`src/design/saf_pkg.sv`:
```
/*
  constants, types and helpers shared by the station address filter
  register block. assumes a 16-bit special-register bus on the mcu side.
*/
package saf_pkg;

  // ==========================================================
  // widths
  localparam int SAF_DATA_W = 16;
  localparam int SAF_STATION_W = 48;
  localparam int SAF_FLASH_AW = 16;

  // ==========================================================
  // register map: module index and register index
  localparam logic [7:0] SAF_MODULE_IDX = 8'h02;
  localparam logic [7:0] SAF_IDX_STATION = 8'h14;
  localparam logic [7:0] SAF_IDX_LOCAL = 8'h15;
  localparam logic [7:0] SAF_IDX_MCAST = 8'h16;

  // ==========================================================
  // reset values
  localparam logic [15:0] SAF_LOCAL_RESET = 16'h0000;
  localparam logic [15:0] SAF_MCAST_RESET = 16'h003f;
  localparam logic [15:0] SAF_UNMAPPED_READ = 16'h0000;

  // base of the station address in the flash information block
  localparam logic [15:0] SAF_FLASH_INFO_BASE = 16'h0000;

  // ==========================================================
  // types
  typedef enum logic [1:0] {
    SAF_WORD_LO,
    SAF_WORD_MID,
    SAF_WORD_HI
  } saf_word_t;

  typedef enum logic [1:0] {
    SAF_LD_ARM,
    SAF_LD_REQ,
    SAF_LD_WAIT,
    SAF_LD_IDLE
  } saf_ld_t;

  // ==========================================================
  // helpers
  function automatic saf_word_t saf_next_word(input saf_word_t w);
    case (w)
      SAF_WORD_LO: saf_next_word = SAF_WORD_MID;
      SAF_WORD_MID: saf_next_word = SAF_WORD_HI;
      default: saf_next_word = SAF_WORD_LO;
    endcase
  endfunction : saf_next_word

  function automatic logic [15:0] saf_get_word(input logic [47:0] v, input saf_word_t w);
    case (w)
      SAF_WORD_LO: saf_get_word = v[15:0];
      SAF_WORD_MID: saf_get_word = v[31:16];
      default: saf_get_word = v[47:32];
    endcase
  endfunction : saf_get_word

  function automatic logic [47:0] saf_put_word(input logic [47:0] v, input saf_word_t w,
                                               input logic [15:0] d);
    logic [47:0] r;
    r = v;
    case (w)
      SAF_WORD_LO: r[15:0] = d;
      SAF_WORD_MID: r[31:16] = d;
      default: r[47:32] = d;
    endcase
    saf_put_word = r;
  endfunction : saf_put_word

endpackage : saf_pkg

```
`src/design/saf_addr_seq.sv`:
```
/*
  48-bit station address store with separate read and write word
  pointers behind one 16-bit port. assumes the caller gates port strobes
  while the flash loader owns the store.
*/
`timescale 1ns/10ps
module saf_addr_seq (
  // clock and reset
  input wire logic clk_sys,
  input wire logic rst,
  // port strobes
  input wire logic port_we,
  input wire logic port_re,
  input wire logic [15:0] port_wdata,
  // flash loader
  input wire logic load_we,
  input wire saf_pkg::saf_word_t load_word,
  input wire logic [15:0] load_data,
  input wire logic load_done,
  // results
  output logic [15:0] rd_word,
  output logic [47:0] station_q
);

  // ==========================================================
  // pointers
  saf_pkg::saf_word_t wr_ptr_q;
  saf_pkg::saf_word_t wr_ptr_d;
  saf_pkg::saf_word_t rd_ptr_q;
  saf_pkg::saf_word_t rd_ptr_d;

  always_comb begin
    wr_ptr_d = wr_ptr_q;
    if (load_done || port_re) begin
      wr_ptr_d = saf_pkg::SAF_WORD_LO;
    end else if (port_we) begin
      wr_ptr_d = saf_pkg::saf_next_word(wr_ptr_q);
    end
  end

  always_comb begin
    rd_ptr_d = rd_ptr_q;
    if (load_done || port_we) begin
      rd_ptr_d = saf_pkg::SAF_WORD_LO;
    end else if (port_re) begin
      rd_ptr_d = saf_pkg::saf_next_word(rd_ptr_q);
    end
  end

  always_ff @(posedge clk_sys or posedge rst) begin
    if (rst) begin
      wr_ptr_q <= saf_pkg::SAF_WORD_LO;
      rd_ptr_q <= saf_pkg::SAF_WORD_LO;
    end else begin
      wr_ptr_q <= wr_ptr_d;
      rd_ptr_q <= rd_ptr_d;
    end
  end

  // ==========================================================
  // store: no reset on purpose, only a power-on load refills it
  always_ff @(posedge clk_sys) begin
    if (load_we) begin
      station_q <= saf_pkg::saf_put_word(station_q, load_word, load_data);
    end else if (port_we) begin
      station_q <= saf_pkg::saf_put_word(station_q, wr_ptr_q, port_wdata);
    end
  end

  assign rd_word = saf_pkg::saf_get_word(station_q, rd_ptr_q);

endmodule : saf_addr_seq

```
`src/design/saf_flash_load.sv`:
```
/*
  power-on loader: copies three words of the station address out of the
  flash information block. assumes a flash read port that answers each
  one-cycle request with one rvalid pulse, in order.
*/
`timescale 1ns/10ps
module saf_flash_load #(
  parameter logic [15:0] FLASH_BASE = saf_pkg::SAF_FLASH_INFO_BASE
) (
  // clock and reset
  input wire logic clk_sys,
  input wire logic rst,
  input wire logic por_flag,
  // flash read port
  output logic flash_rd,
  output logic [15:0] flash_addr,
  input wire logic [15:0] flash_rdata,
  input wire logic flash_rvalid,
  // store side
  output logic load_we,
  output saf_pkg::saf_word_t load_word,
  output logic [15:0] load_data,
  output logic load_done,
  output logic busy
);

  // ==========================================================
  // sequencer
  saf_pkg::saf_ld_t st_q;
  saf_pkg::saf_word_t word_q;

  // por_flag is only looked at after reset release, never under reset
  always_ff @(posedge clk_sys or posedge rst) begin
    if (rst) begin
      st_q <= saf_pkg::SAF_LD_ARM;
      word_q <= saf_pkg::SAF_WORD_LO;
      busy <= 1'b1;
      flash_rd <= 1'b0;
      flash_addr <= FLASH_BASE;
      load_we <= 1'b0;
      load_word <= saf_pkg::SAF_WORD_LO;
      load_data <= saf_pkg::SAF_LOCAL_RESET;
      load_done <= 1'b0;
    end else begin
      flash_rd <= 1'b0;
      load_we <= 1'b0;
      load_done <= 1'b0;
      case (st_q)
        saf_pkg::SAF_LD_ARM: begin
          word_q <= saf_pkg::SAF_WORD_LO;
          if (por_flag) begin
            st_q <= saf_pkg::SAF_LD_REQ;
          end else begin
            st_q <= saf_pkg::SAF_LD_IDLE;
            busy <= 1'b0;
          end
        end
        saf_pkg::SAF_LD_REQ: begin
          flash_rd <= 1'b1;
          flash_addr <= FLASH_BASE + 16'(word_q);
          st_q <= saf_pkg::SAF_LD_WAIT;
        end
        saf_pkg::SAF_LD_WAIT: begin
          if (flash_rvalid) begin
            load_we <= 1'b1;
            load_word <= word_q;
            load_data <= flash_rdata;
            word_q <= saf_pkg::saf_next_word(word_q);
            if (word_q == saf_pkg::SAF_WORD_HI) begin
              load_done <= 1'b1;
              busy <= 1'b0;
              st_q <= saf_pkg::SAF_LD_IDLE;
            end else begin
              st_q <= saf_pkg::SAF_LD_REQ;
            end
          end
        end
        saf_pkg::SAF_LD_IDLE: begin
          busy <= 1'b0;
        end
        default: begin
          st_q <= saf_pkg::SAF_LD_IDLE;
          busy <= 1'b0;
        end
      endcase
    end
  end

endmodule : saf_flash_load

```
`src/design/saf_regs.sv`:
```
/*
  station address filter registers: station address port, local network
  address and multicast mask on the mcu special-register bus, plus the
  filter-facing copies. assumes strobes are one-cycle pulses synchronous
  to clk_sys and that rst covers every reset cause.
*/
`timescale 1ns/10ps
module saf_regs #(
  parameter logic [15:0] FLASH_BASE = saf_pkg::SAF_FLASH_INFO_BASE
) (
  // clock and reset
  input wire logic clk_sys,
  input wire logic rst,
  input wire logic por_flag,
  // special-register bus
  input wire logic [7:0] sfr_mod,
  input wire logic [7:0] sfr_idx,
  input wire logic sfr_wr,
  input wire logic sfr_rd,
  input wire logic [15:0] sfr_wdata,
  output logic [15:0] sfr_rdata,
  // flash information block
  output logic flash_rd,
  output logic [15:0] flash_addr,
  input wire logic [15:0] flash_rdata,
  input wire logic flash_rvalid,
  // receive filter
  input wire logic promisc_mode,
  output logic filt_en,
  output logic [47:0] filt_station_addr,
  output logic [15:0] filt_local_addr,
  output logic [15:0] filt_mcast_mask,
  output logic station_load_busy
);

  // ==========================================================
  // decode
  logic mod_hit;
  logic hit_station;
  logic hit_local;
  logic hit_mcast;
  logic port_we;
  logic port_re;
  logic load_busy;

  assign mod_hit = (sfr_mod == saf_pkg::SAF_MODULE_IDX);
  assign hit_station = mod_hit && (sfr_idx == saf_pkg::SAF_IDX_STATION);
  assign hit_local = mod_hit && (sfr_idx == saf_pkg::SAF_IDX_LOCAL);
  assign hit_mcast = mod_hit && (sfr_idx == saf_pkg::SAF_IDX_MCAST);

  // the loader owns the store while it runs, so bus strobes cannot
  // tear the freshly loaded address or move its pointers
  assign port_we = hit_station && sfr_wr && !load_busy;
  assign port_re = hit_station && sfr_rd && !load_busy;

  // ==========================================================
  // power-on loader
  logic load_we;
  saf_pkg::saf_word_t load_word;
  logic [15:0] load_data;
  logic load_done;

  saf_flash_load #(
    .FLASH_BASE(FLASH_BASE)
  ) u_load (
    .clk_sys(clk_sys),
    .rst(rst),
    .por_flag(por_flag),
    .flash_rd(flash_rd),
    .flash_addr(flash_addr),
    .flash_rdata(flash_rdata),
    .flash_rvalid(flash_rvalid),
    .load_we(load_we),
    .load_word(load_word),
    .load_data(load_data),
    .load_done(load_done),
    .busy(load_busy)
  );

  // ==========================================================
  // station address store
  logic [15:0] station_rd_word;

  saf_addr_seq u_seq (
    .clk_sys(clk_sys),
    .rst(rst),
    .port_we(port_we),
    .port_re(port_re),
    .port_wdata(sfr_wdata),
    .load_we(load_we),
    .load_word(load_word),
    .load_data(load_data),
    .load_done(load_done),
    .rd_word(station_rd_word),
    .station_q(filt_station_addr)
  );

  // ==========================================================
  // local network address
  logic [15:0] local_q;

  always_ff @(posedge clk_sys or posedge rst) begin
    if (rst) begin
      local_q <= saf_pkg::SAF_LOCAL_RESET;
    end else if (hit_local && sfr_wr) begin
      local_q <= sfr_wdata;
    end
  end

  // ==========================================================
  // multicast mask
  logic [15:0] mcast_q;

  always_ff @(posedge clk_sys or posedge rst) begin
    if (rst) begin
      mcast_q <= saf_pkg::SAF_MCAST_RESET;
    end else if (hit_mcast && sfr_wr) begin
      mcast_q <= sfr_wdata;
    end
  end

  assign filt_local_addr = local_q;
  assign filt_mcast_mask = mcast_q;

  // ==========================================================
  // read data
  logic [15:0] rdata_d;

  always_comb begin
    rdata_d = saf_pkg::SAF_UNMAPPED_READ;
    if (hit_station) begin
      // during the load the port reads as zero and moves nothing
      rdata_d = load_busy ? saf_pkg::SAF_UNMAPPED_READ : station_rd_word;
    end else if (hit_local) begin
      rdata_d = local_q;
    end else if (hit_mcast) begin
      rdata_d = mcast_q;
    end
  end

  // holds the last answer between reads
  always_ff @(posedge clk_sys or posedge rst) begin
    if (rst) begin
      sfr_rdata <= saf_pkg::SAF_UNMAPPED_READ;
    end else if (sfr_rd && mod_hit) begin
      sfr_rdata <= rdata_d;
    end
  end

  // ==========================================================
  // filter enable and status
  // filtering is off until the power-on load has settled the address
  always_ff @(posedge clk_sys or posedge rst) begin
    if (rst) begin
      filt_en <= 1'b0;
      station_load_busy <= 1'b1;
    end else begin
      filt_en <= !promisc_mode && !load_busy;
      station_load_busy <= load_busy;
    end
  end

endmodule : saf_regs

```
`config.mk`:
```
export PLATFORM = sky130hd
export DESIGN_NAME = saf_regs
export DESIGN_NICKNAME = d
export VERILOG_FILES = /design/src/design/saf_pkg.sv /design/src/design/saf_addr_seq.sv /design/src/design/saf_flash_load.sv /design/src/design/saf_regs.sv
export SDC_FILE = /design/constraint.sdc
export NUM_CORES = 1
export LEC_CHECK = 0
export BUFFER_PORTS_ARGS = -buffer_cell sky130_fd_sc_hd__buf_2
export CAP_MARGIN = 20
export CORE_MARGIN = 2
export CORE_UTILIZATION = 40
export DETAILED_ROUTE_END_ITERATION = 7
export PLACE_DENSITY = 0.67
export SKIP_CTS_REPAIR_TIMING = 1
export SYNTH_ARGS = -nofsm -noshare
export SYNTH_HDL_FRONTEND = slang
export SYNTH_SLANG_ARGS = --single-unit
```
`constraint.sdc`:
```
create_clock -name clk_sys -period 2.9 [get_ports clk_sys]
set_clock_uncertainty 0.1 [all_clocks]
set_input_delay 0.29 -clock clk_sys [delete_from_list [all_inputs] [get_ports clk_sys]]
set_output_delay 0.29 -clock clk_sys [all_outputs]
set_load 0.005 [all_outputs]
```
== After elaboration in Yosys (flattened, before gate mapping) ==
Index checks and enable logic that the tools add are counted.

* Flip-flop bits (word level): 130

* Equality and inequality tests: 19
* Multiplexer cells: 36
* Reductions and logical operators: 37

{| class="wikitable"
|+ Operators with widths
! operator !! count
|-
| 16-bit 2-to-1 mux || 10
|-
| 48-bit 2-to-1 mux || 2
|-
| 16-bit one-hot mux with 2 select lines || 1
|-
| 8-bit by 5-bit equality test with 1-bit output (second input constant) || 3
|-
| 2-bit 2-to-1 mux || 8
|-
| 2-bit one-hot mux with 2 select lines || 4
|-
| 2-bit nonzero test || 6
|-
| 1-bit logical AND || 11
|-
| 2-bit by 1-bit equality test with 1-bit output (second input constant) || 5
|-
| 2-bit logical NOT || 5
|-
| 1-bit 2-to-1 mux || 9
|-
| 3-bit AND reduction || 3
|-
| 8-bit by 2-bit equality test with 1-bit output (second input constant) || 1
|-
| 2-bit by 1-bit inequality test with 1-bit output (second input constant) || 4
|-
| 2-bit equality test (second input constant) || 3
|-
| 2-bit inequality test (second input constant) || 3
|-
| 2-bit one-hot mux with 3 select lines || 1
|-
| 2-bit AND reduction || 3
|-
| 3-bit nonzero test || 2
|-
| 4-bit AND reduction || 1
|-
| 2-bit OR reduction || 2
|-
| 1-bit one-hot mux with 3 select lines || 1
|-
| 1-bit logical NOT || 2
|-
| 1-bit logical OR || 2
|}

== Logic depth before layout (Yosys ltp) ==
Gate-level depths: netlist of run 1.

* Depth in word-level cells: 6
* Depth in mapped cells: 6

== Cells and area by module ==
A second synthesis of run 1 with hierarchy kept.

* Cells, all modules: 429
* Area, all modules: 5854.4 sq um

{| class="wikitable"
|+ By module, submodules not included
! module !! times used !! cells an instance !! area each (sq um)
|-
| saf_regs || 1 || 193 || 2351.0
|-
| saf_addr_seq || 1 || 144 || 2199.6
|-
| saf_flash_load || 1 || 92 || 1303.8
|}

== Worst setup path after synthesis of run 1 ==
Ideal clock, no wire load.

* Path type: register to register
* From: reg u_load.busy
* To: reg u_seq.station_q[0] (enable)
* Arrival time: 2.526 ns
* Path slack: -0.141 ns
* Cell stages (with the launch flop): 5
* Buffers on the path: 1
* Path through: dfstp_2 nor3_2 clkbuf_1 nand4b_1 o31ai_1

* Word-level cells in the longest chain between the ends: 4

{| class="wikitable"
|+ RTL lines
! what !! line !! text
|-
| start, declared || saf_flash_load.sv:24 || <nowiki>output logic busy</nowiki>
|-
| start signal, assigned || saf_flash_load.sv:37 || <nowiki>busy <= 1'b1;</nowiki>
|-
| start signal, assigned || saf_flash_load.sv:55 || <nowiki>busy <= 1'b0;</nowiki>
|-
| start signal, assigned || saf_flash_load.sv:71 || <nowiki>busy <= 1'b0;</nowiki>
|-
| 1-bit logical NOT || saf_regs.sv:53 || <nowiki>assign port_we = hit_station && sfr_wr && !load_busy;</nowiki>
|-
| 1-bit logical AND || saf_regs.sv:53 ||
|-
| 2-bit nonzero test (no source line) || - ||
|-
| 3-bit AND reduction (no source line) || - ||
|-
| end signal, assigned || saf_addr_seq.sv:64 || <nowiki>station_q <= saf_pkg::saf_put_word(station_q, load_word, load_data);</nowiki>
|-
| end signal, assigned || saf_addr_seq.sv:66 || <nowiki>station_q <= saf_pkg::saf_put_word(station_q, wr_ptr_q, port_wdata);</nowiki>
|-
| end, declared || saf_addr_seq.sv:22 || <nowiki>output logic [47:0] station_q</nowiki>
|}

No other way between the ends.
A chain may end at the register's enable or synchronous reset.

== Worst setup path in the final report of run 1 ==
* From: reg u_seq.rd_ptr_q[0]
* To: reg sfr_rdata[9]

* Word-level cells in the longest chain between the ends: 4

{| class="wikitable"
|+ RTL lines
! what !! line !! text
|-
| start, declared || saf_addr_seq.sv:29 || <nowiki>saf_pkg::saf_word_t rd_ptr_q;</nowiki>
|-
| start signal, assigned || saf_addr_seq.sv:53 || <nowiki>rd_ptr_q <= saf_pkg::SAF_WORD_LO;</nowiki>
|-
| start signal, assigned || saf_addr_seq.sv:56 || <nowiki>rd_ptr_q <= rd_ptr_d;</nowiki>
|-
| 2-bit by 1-bit equality test with 1-bit output / 2-bit logical NOT (equally long branches) || saf_pkg.sv:55 || <nowiki>case (w)</nowiki>
|-
| 16-bit one-hot mux with 2 select lines * || saf_pkg.sv:55 ||
|-
| 16-bit 2-to-1 mux * || saf_regs.sv:133 || <nowiki>rdata_d = load_busy ? saf_pkg::SAF_UNMAPPED_READ : station_rd_word;</nowiki>
|-
| 16-bit 2-to-1 mux * || saf_regs.sv:131 || <nowiki>if (hit_station) begin</nowiki>
|-
| end signal, assigned || saf_regs.sv:144 || <nowiki>sfr_rdata <= saf_pkg::SAF_UNMAPPED_READ;</nowiki>
|-
| end signal, assigned || saf_regs.sv:146 || <nowiki>sfr_rdata <= rdata_d;</nowiki>
|-
| end, declared || saf_regs.sv:21 || <nowiki>output logic [15:0] sfr_rdata,</nowiki>
|}

Every way passes the cells marked *; elsewhere a longest branch is shown, timed or not.

==> summary.md, run 1 <==
STA puts the critical path data required time at 3080 ps. The fraction of the cycle the final worst path needs works out to 74.0%. The final max-slew violation count was 0. The worst register-to-register path ends at sfr_rdata[9]$_DFFE_PP0P_. The average detailed-routed wire length per instance is 19.5 µm.

After filler insertion, the fill cell instance count of the layout stands at 1198. Setup repair after global routing left no endpoint under its margin. The tools report the worst slew slack as a fraction of its limit as 29.4%. Derived from the worst setup path, the maximum achievable clock frequency is 466 MHz. At the worst endpoint, the arrival time is 2320 ps. Count of endpoints failing hold in the final timing report: 0.

The minimum period implied by the final worst setup slack was 2150 ps; the count of non-filler cells in the finished layout was 765. The tools report the total global routing track utilization as 20.3%. Delay of the slowest critical-path stage: 900 ps. The clock drives 130 sinks. The clock tree synthesis step divided the H-tree into 4 levels.

The number of I/O pins is 170, and the count of final setup violators is 0. The path class of the tightest hold or removal check is primary input to flip-flop. Of all flip-flops after synthesis, the portion carrying an async set or reset was 63.1%. The most numerous cell on the critical path was o21ai_0. The number of iterations in the first detailed-routing pass is 8.

The tools report the number of standard cells after synthesis as 399. The violation count after the first detailed-routing iteration came out at 341. For the pin with the worst max-slew slack, the measured transition is 1060 ps. On the critical path the largest part of the delay comes from flip-flops.

The share of post-route cells with drive strength above 1 works out to 49.8%. For this run the aggregate overflow at the end of global routing stands at 0. At the end of routability-driven placement, the weighted congestion stood at 0.851. For the largest vdd supply drop, the log shows 0.000310 V. The highest-delay cell along the critical path is dfrtp_1.

The initial antenna violation count was 1; the number of enable-type register cells in the synthesized netlist was 48. The startpoint identified for the worst hold timing path is flash_rdata[15]. Including well taps, the total number of placed cells is 729.

The combined buffer and inverter count along the critical path is 1, and the maximum fanout count along the critical path is 15. The initial utilization of the core area, before any placement, comes to 41.1%. The critical path goes through buf_4, mux2i_1, o21ai_0, a222oi_1, o21ai_0. The worst hold path was traced through 2 stages. In the routed layout, each cell is associated on average with a via count of 5.16. The die covers 15200 µm². The run finished with clean final reports. The run gives 0 as the remaining antenna violation count after routing.

After legalization and detailed placement, the total HPWL measured 10400 µm. The chip height is 123 µm, and the horizontal die dimension is 123 µm. The power per cell area came out at 723 nW/µm². Clock tree synthesis inserted a total of 17 buffers. STA classifies the critical path startpoint as a flip-flop.

The worst register-to-register path begins at u_seq.rd_ptr_q[0]$_DFFE_PP0P_. For the worst-skew pair, the clock arrives at the later sink with an insertion delay of 410 ps. Number of nets in the final layout: 632.

The setup total negative slack was 0 ps. The synthesis-stage register bit count was 130; the routed wire length was 14900 µm. Area added between synthesis and finish: 29.8%. Summed over all cells, the static leakage comes to 3.34 nW. The tightest hold path in the finished design has a slack of 7.45 ps. The logs give 13900 µm² for the area of the placeable core and 0 for the max capacitance violation total. The via count of the first global-routing pass is 3981. The tools report the launching element of the worst setup path as u_seq.rd_ptr_q[0]$_DFFE_PP0P_.

The type of the setup path with the least slack is flip-flop to flip-flop. The number of remaining DRC errors was 0; the number of distinct standard cells referenced by the synthesized netlist was 45. STA classifies the critical path endpoint as a flip-flop. For the via count, the log shows 3949. TritonCTS built the clock tree. The portion of the post-synthesis area used by sequential elements was 61.4%; the post-synthesis average cell area was 14.3 µm².

The number of cells on the worst reg-to-reg path is 5. The number of buffers on the longest clock path is 2, and the clock edge transition at the registers on the reported setup and hold paths is 60 ps. The tree is rooted in a clkbuf_16.

In this run the cell area of the synthesized design comes to 5700 µm². For hold timing, the worst endpoint is u_load.load_data[15]$_DFFE_PP0P_. For this run, the number of Yosys warnings is 0. Overall power consumption after layout is estimated at 5.35 mW.

Entering global routing, the biggest net connects 50 pins. The initialized floorplan defines 43 standard-cell rows. For flop-to-flop paths, the worst setup slack is 750 ps.

The wire length of the first global-routing pass came out at 22300 µm. Among all flip-flop cells after synthesis, the most frequent one is dfrtp_1. The count of buffers added on input and output ports is 155.
-- stage by stage --
| stage | util (%) | worst slack, ps | instance area [µm²] |
|---|---|---|---|
| after floorplan | - | 38.9 | 5760 |
| after global placement | 48.4 | 582 | 6720 |
| after detailed placement | 48.4 | 532 | 6720 |
| after CTS | 53.0 | 734 | 7360 |
| after global routing | 53.3 | 605 | 7400 |
| final | 53.3 | 753 | 7400 |
-- state kept, by name (all words and copies together), names as in the netlist --
| signal | flops |
|---|---|
| filt_en | 1 |
| filt_local_addr | 16 |
| filt_mcast_mask | 16 |
| sfr_rdata | 16 |
| station_load_busy | 1 |
| u_load.busy | 1 |
| u_load.flash_addr | 2 |
| u_load.flash_rd | 1 |
| u_load.load_data | 16 |
| u_load.load_done | 1 |
| u_load.load_we | 1 |
| u_load.load_word | 2 |
| u_load.st_q | 2 |
| u_load.word_q | 2 |
| u_seq.rd_ptr_q | 2 |
| u_seq.station_q | 48 |
| u_seq.wr_ptr_q | 2 |
-- cells in the final DEF (no fill, tap or decap), types with 2 or more instances in the layout --
cell type      count
buf_2            155
dfrtp_1           74
mux2_2            49
edfxtp_1          48
o21ai_0           40
nand2_1           36
mux2_4            20
mux2i_1           18
clkbuf_16         17
a222oi_1          15
conb_1            14
buf_4             12
dfstp_2            8
nor2_1             6
inv_1              6
bufinv_16          6
ha_1               5
a21oi_1            4
clkinv_2           4
dlygate4sd3_1      4
nor2b_1            3
clkbuf_1           3
nand3_1            2
nor2b_2            2
nor3b_4            2
nand2b_1           2
nand4_1            2
o21ai_2            2
nand3b_1           2
clkinvlp_4         2
buf_12             2
-- metal layers --
layer / vias up / part of all wire (%) / GRT usage [%]
met1: 1958 / 41 / 25.5
met4: 0 / 1.0 / 7.10
met2: 173 / 51 / 33.9
li1: 1804 / - / -
met5: - / 0 / 0
met3: 14 / 7.1 / 5.35
-- cell type report --
type	instances	area, µm²	area share, %
diodes	1	2.50	0.0338
clock buffers	20	437	5.90
clock inverters	11	210	2.84
inverters	7	27.5	0.372
multi-input cells	243	2050	27.7
flip-flops and latches	130	3500	47.3
well taps	180	225	3.04
repair buffers	173	946	12.8
-- how the worst max path moves through the flow --
stage,end,depth (start not counted)
detailed placement,u_seq.station_q[13]$_DFFE_PP_,6
CTS,sfr_rdata[11]$_DFFE_PP0P_,5
global placement,u_seq.station_q[13]$_DFFE_PP_,6
finish,sfr_rdata[9]$_DFFE_PP0P_,5
floorplan,u_seq.station_q[32]$_DFFE_PP_,4
global route,sfr_rdata[13]$_DFFE_PP0P_,5
-- cell usage after synthesis (2+ instances only) --
library cell | instances | share of area (%)
dfrtp_1 | 74 | 32
mux2_2 | 49 | 9.7
edfxtp_1 | 48 | 25
o21ai_0 | 42 | 3.7
nand2_1 | 36 | 2.4
mux2_4 | 20 | 5.3
mux2i_1 | 18 | 3.2
a222oi_1 | 15 | 2.6
buf_4 | 14 | 1.8
clkbuf_1 | 12 | 0.79
dfstp_2 | 8 | 3.7
inv_1 | 7 | 0.46
nor2_1 | 6 | 0.39
ha_1 | 5 | 1.1
nor2b_1 | 5 | 0.55
a21oi_1 | 4 | 0.35
buf_1 | 2 | 0.13
buf_2 | 2 | 0.18
nand2b_1 | 2 | 0.22
nand3_1 | 2 | 0.18
nand3b_1 | 2 | 0.26
nand4_1 | 2 | 0.22
nor3b_4 | 2 | 0.66
-- report_power, final --
group,total (mW),internal [mW],switching [mW]
sequential,2.31,2.16,0.143
combinational,0.704,0.359,0.344
clock,2.34,1.60,0.740
total,5.35,4.12,1.23
-- worst register-to-register path, stage by stage, from the launching register on --
cell and delay, ps:
dfrtp_1 900, buf_4 270, mux2i_1 180, o21ai_0 100, a222oi_1 340, o21ai_0 120
-- cells by family (layout without fill, tap and decap cells) --
| family | count (synthesis) | in the layout | synth area share, % |
|---|---|---|---|
| flip-flops | 130 | 130 | 61.4 |
| multiplexers | 87 | 87 | 18.1 |
| AND/OR/NAND/NOR | 71 | 71 | 7.94 |
| AO/OA/AOI/OAI | 66 | 66 | 7.37 |
| buffers and inverters | 39 | 211 | 4.01 |
| adder cells (fa/ha/maj) | 5 | 5 | 1.10 |
| other | 1 | 15 | 0.0657 |
No activity file was read; power rests on OpenSTA's default activity.
==> run 2: changes to the inputs <==
==> constraint.sdc (replaced) <==
create_clock -name clk_sys -period 1.75 [get_ports clk_sys]
set_clock_uncertainty 0.1 [all_clocks]
set_input_delay 0.175 -clock clk_sys [delete_from_list [all_inputs] [get_ports clk_sys]]
set_output_delay 0.175 -clock clk_sys [all_outputs]
set_load 0.005 [all_outputs]
==> run 2 against run 1 <==
The run now ends with negative setup slack left. Routed wire length up 4.7%. Via count up 5.7%. Non-clock buffer count up 52. Worst setup slack worse by 760 ps. Critical path depth unchanged. Sequential power up 64%. Hold slack better by 17 ps. Critical endpoint is now u_seq.station_q[2]$_DFFE_PP_. Highest routed layer is now met5.
==> summary.md, run 2 (synthesized netlist as in run 1, its figures left out) <==
The power per cell area is 1070 nW/µm², and the largest vdd supply drop is 0.000699 V. The initial antenna violation count was 2; the count of endpoints failing hold in the final timing report was 0. The logs give 20.7% for the total global routing track utilization and 39.3% for the worst slew slack as a fraction of its limit. The worst setup path is captured at a flip-flop.

The startpoint identified for the worst hold timing path is sfr_rd. The checks that failed: negative setup slack. The logs give 818 for the count of non-filler cells in the finished layout and 17 for the number of buffers inserted during clock tree synthesis. Cells with a size suffix above 1 make up 48.8% of the layout.

The cell at the root of the clock tree was clkbuf_16. For the worst flop-to-flop path, the logic depth is 5. The flip-flop count of the largest register after layout was 48; the number of buffers on the longest clock path was 2. The H-tree depth reported by CTS was 4; the worst-case hold slack was 24.5 ps.

The type of the setup path with the least slack is flip-flop to flip-flop. The worst hold path class was primary input to flip-flop. In this run, placement finished with an instance count of 749. In the final routed layout, each cell accounts on average for 19.1 µm. The final max-slew violation count came out at 0.

The critical path starts at u_load.busy$_DFFE_PP1P_. STA classifies the critical path startpoint as a flip-flop. The detailed router placed 4176 vias in this run. The end-of-flow core utilization is 56.4%.

For the final routed database, the setup TNS stands at -102 ps. Clock-pin slew was measured on the worst setup and hold paths at 50 ps. In the routed design, unresolved DRC markers number 0. The area of the die is 15200 µm². The startpoint identified for the worst register-to-register timing path is u_load.busy$_DFFE_PP1P_.

After legalization and detailed placement, the total HPWL measured 11100 µm. The via count of the first global-routing pass was 4138. The area of the placeable core was 13900 µm². The signal on the critical path passes through nor3_4, nand4b_1, buf_4, o31ai_4, buf_12. Once layout is done, the placed cells without fillers occupy 7830 µm². At the placement stage, the worst setup path has a slack of -290 ps. Counting both buffers and inverters, the worst setup path holds a total of 2. The number of iterations in the first detailed-routing pass was 5; the final RePlAce weighted congestion was 0.779. The wire length of the first global-routing pass came out at 23000 µm. Clock network latency to the later pin of the worst-skew pair: 410 ps.

The worst hold path was traced through 3 stages. The area added between synthesis and finish was 37.3%. Setup violations remaining at the end of the flow were counted as 16.

During I/O placement, the number of pins put on the boundary was 170. Once the floorplan was initialized, standard cells occupied 41.1% of the core. In this run the cell area measured after placement is 6910 µm². The total power draw was 8.38 mW; the horizontal die dimension was 123 µm. The run gives 684 as the number of nets in the final layout.

Among all stages on the critical path, the largest delay is contributed by dfstp_2. The run finished, with violations left. TritonCTS built the clock tree. The remaining antenna violation count after routing was 0. The initialized floorplan defines 43 standard-cell rows. For hold timing, the worst endpoint is u_seq.wr_ptr_q[1]$_DFFE_PP0P_. The average vias per placed instance came out at 5.11.

After the first detailed-routing iteration, the DRC count stood at 279. Of all nets on the critical path, the largest fanout is 16. Static timing analysis puts the maximum clock frequency at 568 MHz. The tool flagged a number of max-cap violations equal to 0. The maximum number of pins on one net before global-route repair was 36; the final worst-path setup slack was -9.60 ps. Subtracting the final worst setup slack from the clock period gives 1760 ps. The capture instance of the worst register-to-register path was u_seq.station_q[2]$_DFFE_PP_. Setup repair after global routing could not meet its margin everywhere.

Leaving out fill and tap cells, the most frequent cell in the layout is buf_2. In the finished design, the share of the clock period the worst path needs comes to 101%. The required time of the worst setup path was 1760 ps; the count of input and output buffers was 155.

The die is 123 µm tall. The total overflow left after global routing is 0. The family of cells with the greatest summed delay on the critical path was flip-flops. Wires add up to 15600 µm. Register with the highest flop count: u_seq.station_q. The transition time at the pin with the least slew margin was 906 ps; the clock net sink count was 130. Setup slack on the worst reg-to-reg path comes out at -10 ps. Data arrives at the worst endpoint at 1770 ps. For this design the static power due to leakage is 3.55 nW. The largest single stage delay on the critical path is 390 ps. In the layout the commonest cells are buf_2 (155), dfrtp_1 (73), mux2_2 (49).
[run 2: cell count changes in the layout (fill, tap and decap cells not counted), moves of 3 or more]
cell	previous run	this run
buf_12	2	5
buf_6	0	4
dlygate4sd3_1	4	34
buf_4	12	27
bufinv_16	6	0
clkbuf_1	3	7
[run 2: worst max path at each step]
stage / to / slack (ps) / depth (start not counted)
final: u_seq.station_q[2]$_DFFE_PP_ / -10 / 5
after global routing: u_seq.station_q[0]$_DFFE_PP_ / -50 / 5
after CTS: u_seq.station_q[2]$_DFFE_PP_ / -50 / 4
after detailed placement: u_seq.station_q[13]$_DFFE_PP_ / -290 / 6
after global placement: u_seq.station_q[12]$_DFFE_PP_ / -250 / 6
after floorplan: u_seq.station_q[0]$_DFFE_PP_ / -380 / 4
[run 2: cell type report]
cell class,instances,area [µm²]
tap,180,225
fill,1173,6050
clock buffer,28,529
sequential,130,3500
inverter,7,30.0
multi-input combinational,243,2060
clock inverter,4,20.0
antenna,1,2.50
timing repair buffer,225,1460
[run 2: power breakdown]
part | leakage (nW) | switching (mW) | internal [mW] | total (mW)
Sequential | 1.50 | 0.201 | 3.59 | 3.79
Clock | 0.272 | 1.21 | 2.05 | 3.25
Combinational | 1.78 | 0.635 | 0.699 | 1.33
[run 2: per-layer routing]
layer  vias up  share of wire, %  GRT usage, %
li1       1905                 -             -
met1      2063                40          25.2
met2       187                51          34.8
met3        19               7.2          6.92
met4         2               1.2          6.25
met5         -             0.070             0
[run 2: worst reg2reg max path: stages, from the launching register on]
cell and delay (ps):
dfstp_2 390, nor3_4 200, nand4b_1 140, buf_4 180, o31ai_4 260, buf_12 200
